[src/rtl/pwd_pkg.sv]
package pwd_pkg;
   localparam int NUM_PORTS = 4;
   // register offsets
   localparam logic [7:0] ADDR_HW_CONTROL_FLAGS = 8'h1C;
   localparam logic [7:0] ADDR_WATCHDOG_COUNT = 8'h1E;
   localparam logic [7:0] ADDR_SWITCH_MODE_CONFIG = 8'h1F;
   // reset values
   localparam logic [7:0] RST_HW_CONTROL_FLAGS = 8'h00;
   localparam logic [7:0] RST_WATCHDOG_COUNT = 8'h00;
   localparam logic [7:0] RST_SWITCH_MODE_CONFIG = 8'h00;
   // switch_mode_config fields
   localparam int BIT_WATCHDOG_ENABLE = 7;
   localparam int BIT_TAKEOVER_IRQ_ENABLE = 6;
   localparam int BIT_EXPIRY_MODE_SELECT_LO = 0;
   // bit 5 reserved, reads zero; bit 4 reserved but stored
   localparam logic [7:0] SWITCH_MODE_WRITE_MASK = 8'hDF;
   // port operating mode codes
   localparam logic [1:0] MODE_SHUTDOWN = 2'h0;
   localparam logic [1:0] MODE_AUTO = 2'h3;
   // decrement period
   localparam int unsigned TICK_MS = 164;
   localparam int unsigned CLK_KHZ = 20000;
   localparam int unsigned TICK_CYCLES = TICK_MS * CLK_KHZ;

   typedef struct packed {
      logic [7:0] addr;
      logic wr;
      logic rd;
      logic [7:0] wdata;
   } pwd_reg_req_t;

   typedef struct packed {
      logic valid;
      logic [NUM_PORTS-1:0][1:0] mode;
   } pwd_mode_cmd_t;
endpackage

[src/rtl/pwd_flags.sv]
`timescale 1ns/1ns
module pwd_flags #(
   parameter int N = 4
) (
   input wire logic sys_clk,
   input wire logic rst,
   input wire logic [N-1:0] set,
   input wire logic clear,
   output logic [N-1:0] flags
);
   logic [N-1:0] next_flags;

   // a set in the clearing cycle survives
   always_comb begin
      next_flags = flags;
      if (clear) begin
         next_flags = '0;
      end
      next_flags = next_flags | set;
   end

   always_ff @(posedge sys_clk) begin
      if (rst) begin
         flags <= '0;
      end else begin
         flags <= next_flags;
      end
   end
endmodule

[src/rtl/pwd_tick_div.sv]
`timescale 1ns/1ns
module pwd_tick_div #(
   parameter int TICK_CYCLES = 3280000
) (
   input wire logic sys_clk,
   input wire logic rst,
   input wire logic run,
   output logic tick
);
   localparam int CNT_W = $clog2(TICK_CYCLES + 1);
   localparam logic [CNT_W-1:0] LAST = CNT_W'(TICK_CYCLES - 1);

   logic [CNT_W-1:0] cnt;
   logic [CNT_W-1:0] next_cnt;
   logic next_tick;

   // restarts a full period whenever the watchdog is stopped
   always_comb begin
      next_cnt = cnt;
      next_tick = 1'b0;
      if (!run) begin
         next_cnt = '0;
      end else if (cnt == LAST) begin
         next_cnt = '0;
         next_tick = 1'b1;
      end else begin
         next_cnt = cnt + CNT_W'(1);
      end
   end

   always_ff @(posedge sys_clk) begin
      if (rst) begin
         cnt <= '0;
         tick <= 1'b0;
      end else begin
         cnt <= next_cnt;
         tick <= next_tick;
      end
   end
endmodule

[src/rtl/pwd_watchdog.sv]
`timescale 1ns/1ns
// Notes on behaviour
// - countdown and takeover only while enable bit 7
// - count decrements once every 164ms
// - at zero, hardware takes over all ports
// - select bit zero forces port to shutdown
// - select bit one forces port to auto
// - port select bits in config bits 3:0
// - count is read/write register at 1Eh
// - power-on requests ignored under hardware control
// - mode changes rejected under hardware control
// - takeover sets every port's flag
// - refused power-on sets that port's flag
// - flags in bits 3:0, cleared on read
// - irq enable bit 6 raises interrupt on flags
// - reset clears the three registers to zero
// - interrupt needs global interrupt enable too
module pwd_watchdog
   import pwd_pkg::*;
#(
   parameter int TICK_CYCLES = pwd_pkg::TICK_CYCLES
) (
   input wire logic sys_clk,
   input wire logic rst,
   input pwd_reg_req_t reg_req,
   output logic [7:0] reg_rdata,
   input wire logic global_irq_enable,
   input wire logic [NUM_PORTS-1:0] power_on_req,
   input wire logic mode_wr_req,
   output logic [NUM_PORTS-1:0] power_on_grant,
   output logic mode_wr_accept,
   output pwd_mode_cmd_t mode_cmd,
   output logic hw_control_active,
   output logic irq
);
   logic [7:0] watchdog_count;
   logic [7:0] switch_mode_config;
   logic [7:0] next_watchdog_count;
   logic [7:0] next_switch_mode_config;
   logic next_hw_control_active;
   logic [NUM_PORTS-1:0] hw_control_flag;
   logic [NUM_PORTS-1:0] flag_set;
   logic flag_clear;
   logic tick;
   logic watchdog_enable;
   logic expire;
   logic wr_count;
   logic wr_config;
   pwd_mode_cmd_t next_mode_cmd;
   logic [NUM_PORTS-1:0] next_power_on_grant;
   logic next_mode_wr_accept;
   logic next_irq;
   logic [7:0] next_reg_rdata;
   logic [NUM_PORTS-1:0] expiry_mode_select;

   // register decode shared by writes, read mux and clear-on-read
   function automatic logic addr_hit(input logic [7:0] addr, input logic [7:0] target);
      return addr == target;
   endfunction

   assign watchdog_enable = switch_mode_config[BIT_WATCHDOG_ENABLE];
   assign expiry_mode_select = switch_mode_config[BIT_EXPIRY_MODE_SELECT_LO +: NUM_PORTS];
   assign wr_count = reg_req.wr && addr_hit(reg_req.addr, ADDR_WATCHDOG_COUNT);
   assign wr_config = reg_req.wr && addr_hit(reg_req.addr, ADDR_SWITCH_MODE_CONFIG);

   pwd_tick_div #(
      .TICK_CYCLES(TICK_CYCLES)
   ) u_tick (
      .sys_clk(sys_clk),
      .rst(rst),
      .run(watchdog_enable),
      .tick(tick)
   );

   // count and takeover state
   always_comb begin
      next_watchdog_count = watchdog_count;
      next_switch_mode_config = switch_mode_config;
      next_hw_control_active = hw_control_active;
      expire = 1'b0;
      if (wr_config) begin
         next_switch_mode_config = reg_req.wdata & SWITCH_MODE_WRITE_MASK;
      end
      if (wr_count) begin
         next_watchdog_count = reg_req.wdata;
      // no decrement or expiry in the cycle that turns the watchdog off
      end else if (watchdog_enable && next_switch_mode_config[BIT_WATCHDOG_ENABLE] && tick
                   && watchdog_count != 8'h00) begin
         next_watchdog_count = watchdog_count - 8'h01;
         expire = (watchdog_count == 8'h01);
      end
      if (expire) begin
         next_hw_control_active = 1'b1;
      end
      if (!next_switch_mode_config[BIT_WATCHDOG_ENABLE]) begin
         next_hw_control_active = 1'b0;
      end else if (wr_count && reg_req.wdata != 8'h00) begin
         next_hw_control_active = 1'b0;
      end
   end

   always_ff @(posedge sys_clk) begin
      if (rst) begin
         watchdog_count <= RST_WATCHDOG_COUNT;
         switch_mode_config <= RST_SWITCH_MODE_CONFIG;
         hw_control_active <= 1'b0;
      end else begin
         watchdog_count <= next_watchdog_count;
         switch_mode_config <= next_switch_mode_config;
         hw_control_active <= next_hw_control_active;
      end
   end

   // forced mode, request gating, flag events
   always_comb begin
      next_mode_cmd.valid = expire;
      for (int i = 0; i < NUM_PORTS; i++) begin
         next_mode_cmd.mode[i] = expiry_mode_select[i] ? MODE_AUTO : MODE_SHUTDOWN;
      end
      next_power_on_grant = power_on_req & ~{NUM_PORTS{hw_control_active}};
      next_mode_wr_accept = mode_wr_req && !hw_control_active;
      flag_set = power_on_req & {NUM_PORTS{hw_control_active}};
      if (expire) begin
         flag_set = {NUM_PORTS{1'b1}};
      end
      flag_clear = reg_req.rd && addr_hit(reg_req.addr, ADDR_HW_CONTROL_FLAGS);
   end

   pwd_flags #(
      .N(NUM_PORTS)
   ) u_flags (
      .sys_clk(sys_clk),
      .rst(rst),
      .set(flag_set),
      .clear(flag_clear),
      .flags(hw_control_flag)
   );

   // read data and interrupt
   always_comb begin
      next_reg_rdata = reg_rdata;
      if (reg_req.rd) begin
         if (addr_hit(reg_req.addr, ADDR_HW_CONTROL_FLAGS)) begin
            next_reg_rdata = {{(8 - NUM_PORTS){1'b0}}, hw_control_flag};
         end else if (addr_hit(reg_req.addr, ADDR_WATCHDOG_COUNT)) begin
            next_reg_rdata = watchdog_count;
         end else if (addr_hit(reg_req.addr, ADDR_SWITCH_MODE_CONFIG)) begin
            next_reg_rdata = switch_mode_config;
         end else begin
            next_reg_rdata = 8'h00;
         end
      end
      next_irq = global_irq_enable && switch_mode_config[BIT_TAKEOVER_IRQ_ENABLE]
                 && (|hw_control_flag);
   end

   always_ff @(posedge sys_clk) begin
      if (rst) begin
         mode_cmd <= '0;
         power_on_grant <= '0;
         mode_wr_accept <= 1'b0;
         reg_rdata <= 8'h00;
         irq <= 1'b0;
      end else begin
         mode_cmd <= next_mode_cmd;
         power_on_grant <= next_power_on_grant;
         mode_wr_accept <= next_mode_wr_accept;
         reg_rdata <= next_reg_rdata;
         irq <= next_irq;
      end
   end
endmodule

[config.mk]
export PLATFORM = sky130hd
export DESIGN_NAME = pwd_watchdog
export DESIGN_NICKNAME = d
export VERILOG_FILES = /design/src/rtl/pwd_pkg.sv /design/src/rtl/pwd_flags.sv /design/src/rtl/pwd_tick_div.sv /design/src/rtl/pwd_watchdog.sv
export SDC_FILE = /design/constraint.sdc
export NUM_CORES = 1
export LEC_CHECK = 0
export ABC_AREA = 1
export BUFFER_PORTS_ARGS = -buffer_cell sky130_fd_sc_hd__buf_2
export CAP_MARGIN = 20
export CORE_MARGIN = 3
export CORE_UTILIZATION = 56
export CTS_BUF_LIST = sky130_fd_sc_hd__clkbuf_4 sky130_fd_sc_hd__clkbuf_8 sky130_fd_sc_hd__clkbuf_16
export DETAILED_ROUTE_END_ITERATION = 10
export GPL_TIMING_DRIVEN = 0
export PLACE_DENSITY_LB_ADDON = 0.2
export SKIP_LAST_GASP = 1
export SLEW_MARGIN = 20
export SYNTH_ARGS = -nofsm -noshare
export SYNTH_HDL_FRONTEND = slang
export SYNTH_SLANG_ARGS = --single-unit
[constraint.sdc]
create_clock -name sys_clk -period 1.84 [get_ports sys_clk]
set_clock_uncertainty 0.2 [all_clocks]
set_input_delay 0.368 -clock sys_clk [delete_from_list [all_inputs] [get_ports sys_clk]]
set_output_delay 0.368 -clock sys_clk [all_outputs]
set_load 0.1 [all_outputs]
# Word level (Yosys, flattened, before mapping)
# Cells that the tools add are included.
[totals]
reg_bits = 66
in_bits = 26
out_inout_bits = 24
wordCells = 62
[classes]
n_addsub = 2
eq_ne = 5
mux = 15
n_bitwise = 6
reduce_logical = 18
[ops]
columns = ["op", "count"]
rows = [
  ["$mux 8", 6],
  ["$eq 8x5->1 const B", 3],
  ["$add 22x1->22 const B", 1],
  ["$eq 22x22->1 const B", 1],
  ["$reduce_bool 8->1", 2],
  ["$logic_and 1x1->1", 10],
  ["$and 4x4->4", 2],
  ["$eq 8x1->1 const B", 1],
  ["$mux 2", 4],
  ["$mux 4", 2],
  ["$sub 8x1->8 const B", 1],
  ["$reduce_or 3->1", 2],
  ["$not 4->4", 1],
  ["$or 4x4->4", 1],
  ["$reduce_or 4->1", 1],
  ["$mux 1", 3],
  ["$not 1->1", 2],
  ["$reduce_bool 2->1", 1],
  ["$reduce_or 2->1", 1],
  ["$logic_not 1->1", 1],
]

# Logic depth before layout (Yosys ltp)
[depth]
depth_word = 10
mapped_depth = 10
mapped_depth_nobuf = 9

# Modules after synthesis
# Synthesis repeated with hierarchy kept, for this count alone.
[unflattened]
hier_cells = 428
area_unflattened_um2 = 3145.5
[by_module_without_submodules]
columns = ["mod", "instances", "cells_each", "area_per_inst_um2", "seq_area_each_um2"]
rows = [
  ["pwd_watchdog", 1, 253, 1858.0, 700.7],
  ["pwd_tick_div", 1, 158, 1153.6, 460.4],
  ["pwd_flags", 1, 17, 133.9, 80.1],
]

# Least setup slack after synthesis
# No wires, ideal clock.
[synth_timing]
path_type = "register -> output"
start = "reg mode_cmd[0] (netlist name)"
end = "out mode_cmd[1] (netlist name)"
arrival_time_ns = 1.356
required_time_ns = 1.272
slack_ns = -0.084
path_stages_with_launch = 2
n_path_buf = 1
cell_sequence = "dfxtp_1 > buf_4"
[synth_rtl]
columns = ["element", "line", "rtl"]
rows = [
  ["end: declaration", "pwd_watchdog.sv:32", "output pwd_mode_cmd_t mode_cmd,"],
]

# Worst setup path after layout
[layout_timing]
start = "reg watchdog_count[1]"
end = "reg u_flags.flags[3]"
[layout_between]
elab_chain_cells = 6
elab_cells_between_ends = 7
cone_classes = "eq/ne (1); mux (3); bitwise (1); reduce/logical (2)"
[layout_lines]
columns = ["element", "line", "rtl"]
rows = [
  ["start: declaration", "pwd_watchdog.sv:36", "logic [7:0] watchdog_count;"],
  ["start signal: assignment", "pwd_watchdog.sv:108", "watchdog_count <= next_watchdog_count;"],
  ["$reduce_bool 8->1", "pwd_watchdog.sv:88", "&& watchdog_count != 8'h00) begin"],
  ["$logic_and 1x1->1", "pwd_watchdog.sv:88", ""],
  ["$mux 1 *", "pwd_watchdog.sv:87", "end else if (watchdog_enable && next_switch_mode_config[BIT_WATCHDOG_ENABLE] && tick"],
  ["$mux 1 *", "pwd_watchdog.sv:84", "if (wr_count) begin"],
  ["$mux 4 *", "pwd_watchdog.sv:123", "if (expire) begin"],
  ["$or 4x4->4 *", "pwd_flags.sv:19", "next_flags = next_flags | set;"],
  ["end signal: assignment", "pwd_flags.sv:26", "flags <= next_flags;"],
  ["end: declaration", "pwd_flags.sv:9", "output logic [N-1:0] flags"],
]
# Every way passes the cells marked *; elsewhere a longest branch is shown, timed or not.
# A chain may end at the register's enable or synchronous reset.

==> summary.md <==
| Metric | Value |
|---|---|
| Status | complete, no violations |
| Gpl congestion | 0.957 |
| #FFs+latches synth | 62 |
| Routed vias | 3007 |
| Hold crit path type | primary input to flop |
| TritonCTS clock tree | built |
| Vias per cell | 5.36 |
| Slew Limit Headroom | 64.2% |
| Worst-path cell chain | inv_1 -> ha_1 -> nor3b_1 -> nand2_1 -> nor2_1 -> nand3_2 -> a21oi_1 |
| Max-cap violations | 0 |
| Gr busiest metal | met2 |
| Most common cell after layout, fill and taps aside | nand2_1 |
| Clock tree buffer depth | 2 |
| CTS sink cnt | 62 |
| Initial Utilization | 58.7% |
| Async set or reset register ratio after synthesis | 0% |
| Vias in the first global route | 2619 |
| Final Slew Violations | 0 |
| Hold buffer count at CTS | 0 |
| Setup TNS | 0 ps |
| First-pass GRT wire length | 12.0 mm |
| Max H-tree Level | 3 |
| Antenna-violating nets left | 0 |
| Congestion Overflow GR | 0 |
| Pre-antenna DRT Iters | 5 |
| Mean cell area of the mapped netlist | 7.11 um2 |
| Endpoints failing setup | 0 |
| Yosys warning count | 0 |
| Slew @ Worst Pin | 537 ps |
| Post-DP HPWL | 5.64 mm |
| RSZ-0062 raised after global routing | yes |
| Port Buffers | 48 |
| Total core area | 0.00517 mm2 |
| Min cycle time layout | 1770 ps |
| Arrival @ worst endpoint | 1850 ps |
| Die X | 79.6 um |
| Crit start category | flop |
| Clock transition at the registers of the reported paths | 70 ps |
| Netlist Area Pre-Place | 0.00304 mm2 |
| Crit-path leading delay family | simple AND/OR/NAND/NOR gates |
| Critical path class | flop to flop |
| CTS Buf Count | 9 |
| Worst-path fanout max | 5 |
| Power Dens Cells | 722 mW/mm2 |
| Ratio of cells with drive above 1 in the final layout | 21.8% |
| GRT met2 Usage | 36.3% |
| Die Height | 79.6 um |
| Tcrit/Tclk final | 96.4% |
| Fin util | 69.5% |
| Most frequent cells in the layout | nand2_1 (85), dfxtp_1 (58), nor2_1 (56), buf_2 (48), inv_1 (44) |
| Critical path endpoint category | flop |
| Max VDD drop | 0.512 mV |
| Largest net degree at the start of global routing | 13 |
| N_diodes | 0 |
| DR DRC count | 0 |
| Grt met3 use | 5.53% |
| Skew-Pair Late Insertion Delay | 350 ps |
| Synth unique cells | 33 |
| Tot Pwr | 2.59 mW |
| Buf/Inv on CP | 1 |
| Max stage delay cell, worst path | dfxtp_1 |
| Routed length per instance | 13.3 um |
| Syn nets | 456 |
| Top_reg_cell synth | dfxtp_1 |
| Post-Route WL | 7.47 mm |
| Max incr delay on CP | 320 ps |
| Layout fillers | 448 |
| Required time worst endpoint | 1920 ps |
| Number of DRC markers in iteration 0 | 247 |
| FP Rows | 26 |
| Clock root cell | clkbuf_8 |
| Register area share after synthesis | 40.9% |
| IO Pins | 50 |
| Number of flops mapped to enable cells by yosys | 0 |
| GRT Total Usage | 24.2% |
| Fmax | 0.564 GHz |
| Area added between synthesis and finish | 18.4% |
| Initial antenna violation count | 0 |
| Post-Syn Instances | 427 |
| Die footprint | 0.00634 mm2 |
| GR met1 Demand/Resource | 33.7% |
| Hold Violations, Final | 0 |
| Nets | 515 |
| Static Leak | 1.43 nW |
logic make-up (layout without fill, tap and decap cells):
logic type | count (synthesis) | count (layout) | synth area share [%]
xor gates and xnor gates | 7 | 7 | 2.02
and+or+nand+nor | 233 | 233 | 36.3
adders and majority gates | 3 | 3 | 1.24
DFF | 62 | 62 | 40.9
AOI/OAI and AO/OA | 60 | 60 | 10.8
buffers and inverters | 62 | 126 | 8.78
path summary, 6_finish.rpt:
kind / from / cells past startpoint / slack (ps) / endpoint
min reg2reg: u_tick.cnt[0] / 1 / 270 / u_tick.cnt[0]
max reg2reg: watchdog_count[1] / 7 / 70 / u_flags.flags[3]
min: power_on_req[1] / 3 / 50 / power_on_grant[1]
max: watchdog_count[1] / 7 / 70 / u_flags.flags[3]
Yosys cell counts, types with 2 or more instances:
cell,n,share of area [%]
nand4_2,2,0.82
inv_2,2,0.25
nor3_2,4,1.3
a22oi_1,4,0.99
o22ai_1,3,0.62
nand2_2,3,0.62
o21ai_0,11,1.8
nor2_1,57,7.0
nor4_1,3,0.62
dfxtp_1,62,41
nor3_1,15,2.5
o221ai_1,3,0.87
nand2_1,87,11
o21ai_1,2,0.33
nand3_1,32,5.3
nand3_2,5,1.6
inv_1,45,5.6
buf_4,6,1.5
clkbuf_1,4,0.49
nand4_1,12,2.5
a21oi_1,36,5.9
nor2_2,5,1.0
xnor2_1,2,0.58
nor3b_1,4,0.99
xor2_1,5,1.4
ha_1,3,1.2
nand3b_1,2,0.49
buf_2,3,0.49
where the power goes:
group | total (mW) | internal [mW] | switching [mW]
sequential | 1.35 | 1.35 | 0.00315
clock | 1.06 | 0.491 | 0.569
combinational | 0.180 | 0.0443 | 0.136
total | 2.59 | 1.89 | 0.708
routing by layer:
layer  routed length (um)  up-vias
li1                     -     1525
met1                 3460     1357
met2                 3320      110
met3                  566       15
met4                  128        0
met5                    0        -
worst register-to-register path: stages (launching register included):
cell and delay (ps):
dfxtp_1 320, inv_1 170, ha_1 180, nor3b_1 300, nand2_1 90, nor2_1 130
nand3_2 150, a21oi_1 160
metrics by stage:
step                instance area [um2]  hold slack (ps)  setup slack [ps]  std cells
global route                       3590             40.4             -30.6        561
finish                             3590             45.6              65.5        561
global placement                   3370              234             -10.4        545
floorplan                          3040              218               140        427
detailed placement                 3370              250             -46.5        545
CTS                                3550             35.6             -64.4        561
flip-flops by register name, indices dropped and copies added (netlist names), 4 cells and up:
| signal | flops |
|---|---|
| mode_cmd | 5 |
| power_on_grant | 4 |
| u_flags.flags | 4 |
| reg_rdata | 8 |
| u_tick.cnt | 22 |
| watchdog_count | 8 |
| switch_mode_config | 7 |
layout make-up:
cell class / count / area [um2] / area share [%]
flip-flops and latches: 62 / 1250 / 34.7
repair buffers: 48 / 243 / 6.75
well taps: 70 / 87.6 / 2.44
multi-input cells: 303 / 1570 / 43.8
inverters: 47 / 176 / 4.91
clock buffers: 9 / 124 / 3.45
clock inverters: 7 / 50.0 / 1.39
plain buffers: 15 / 95.1 / 2.65
repair_timing:
action | CTS | global route
endpoints found under the setup margin | 28 | 30
pin swaps | 0 | 1
buffers inserted | 0 | 0
gates resized for setup | 1 | 14
Note: power is estimated with default switching activity, not from simulation.
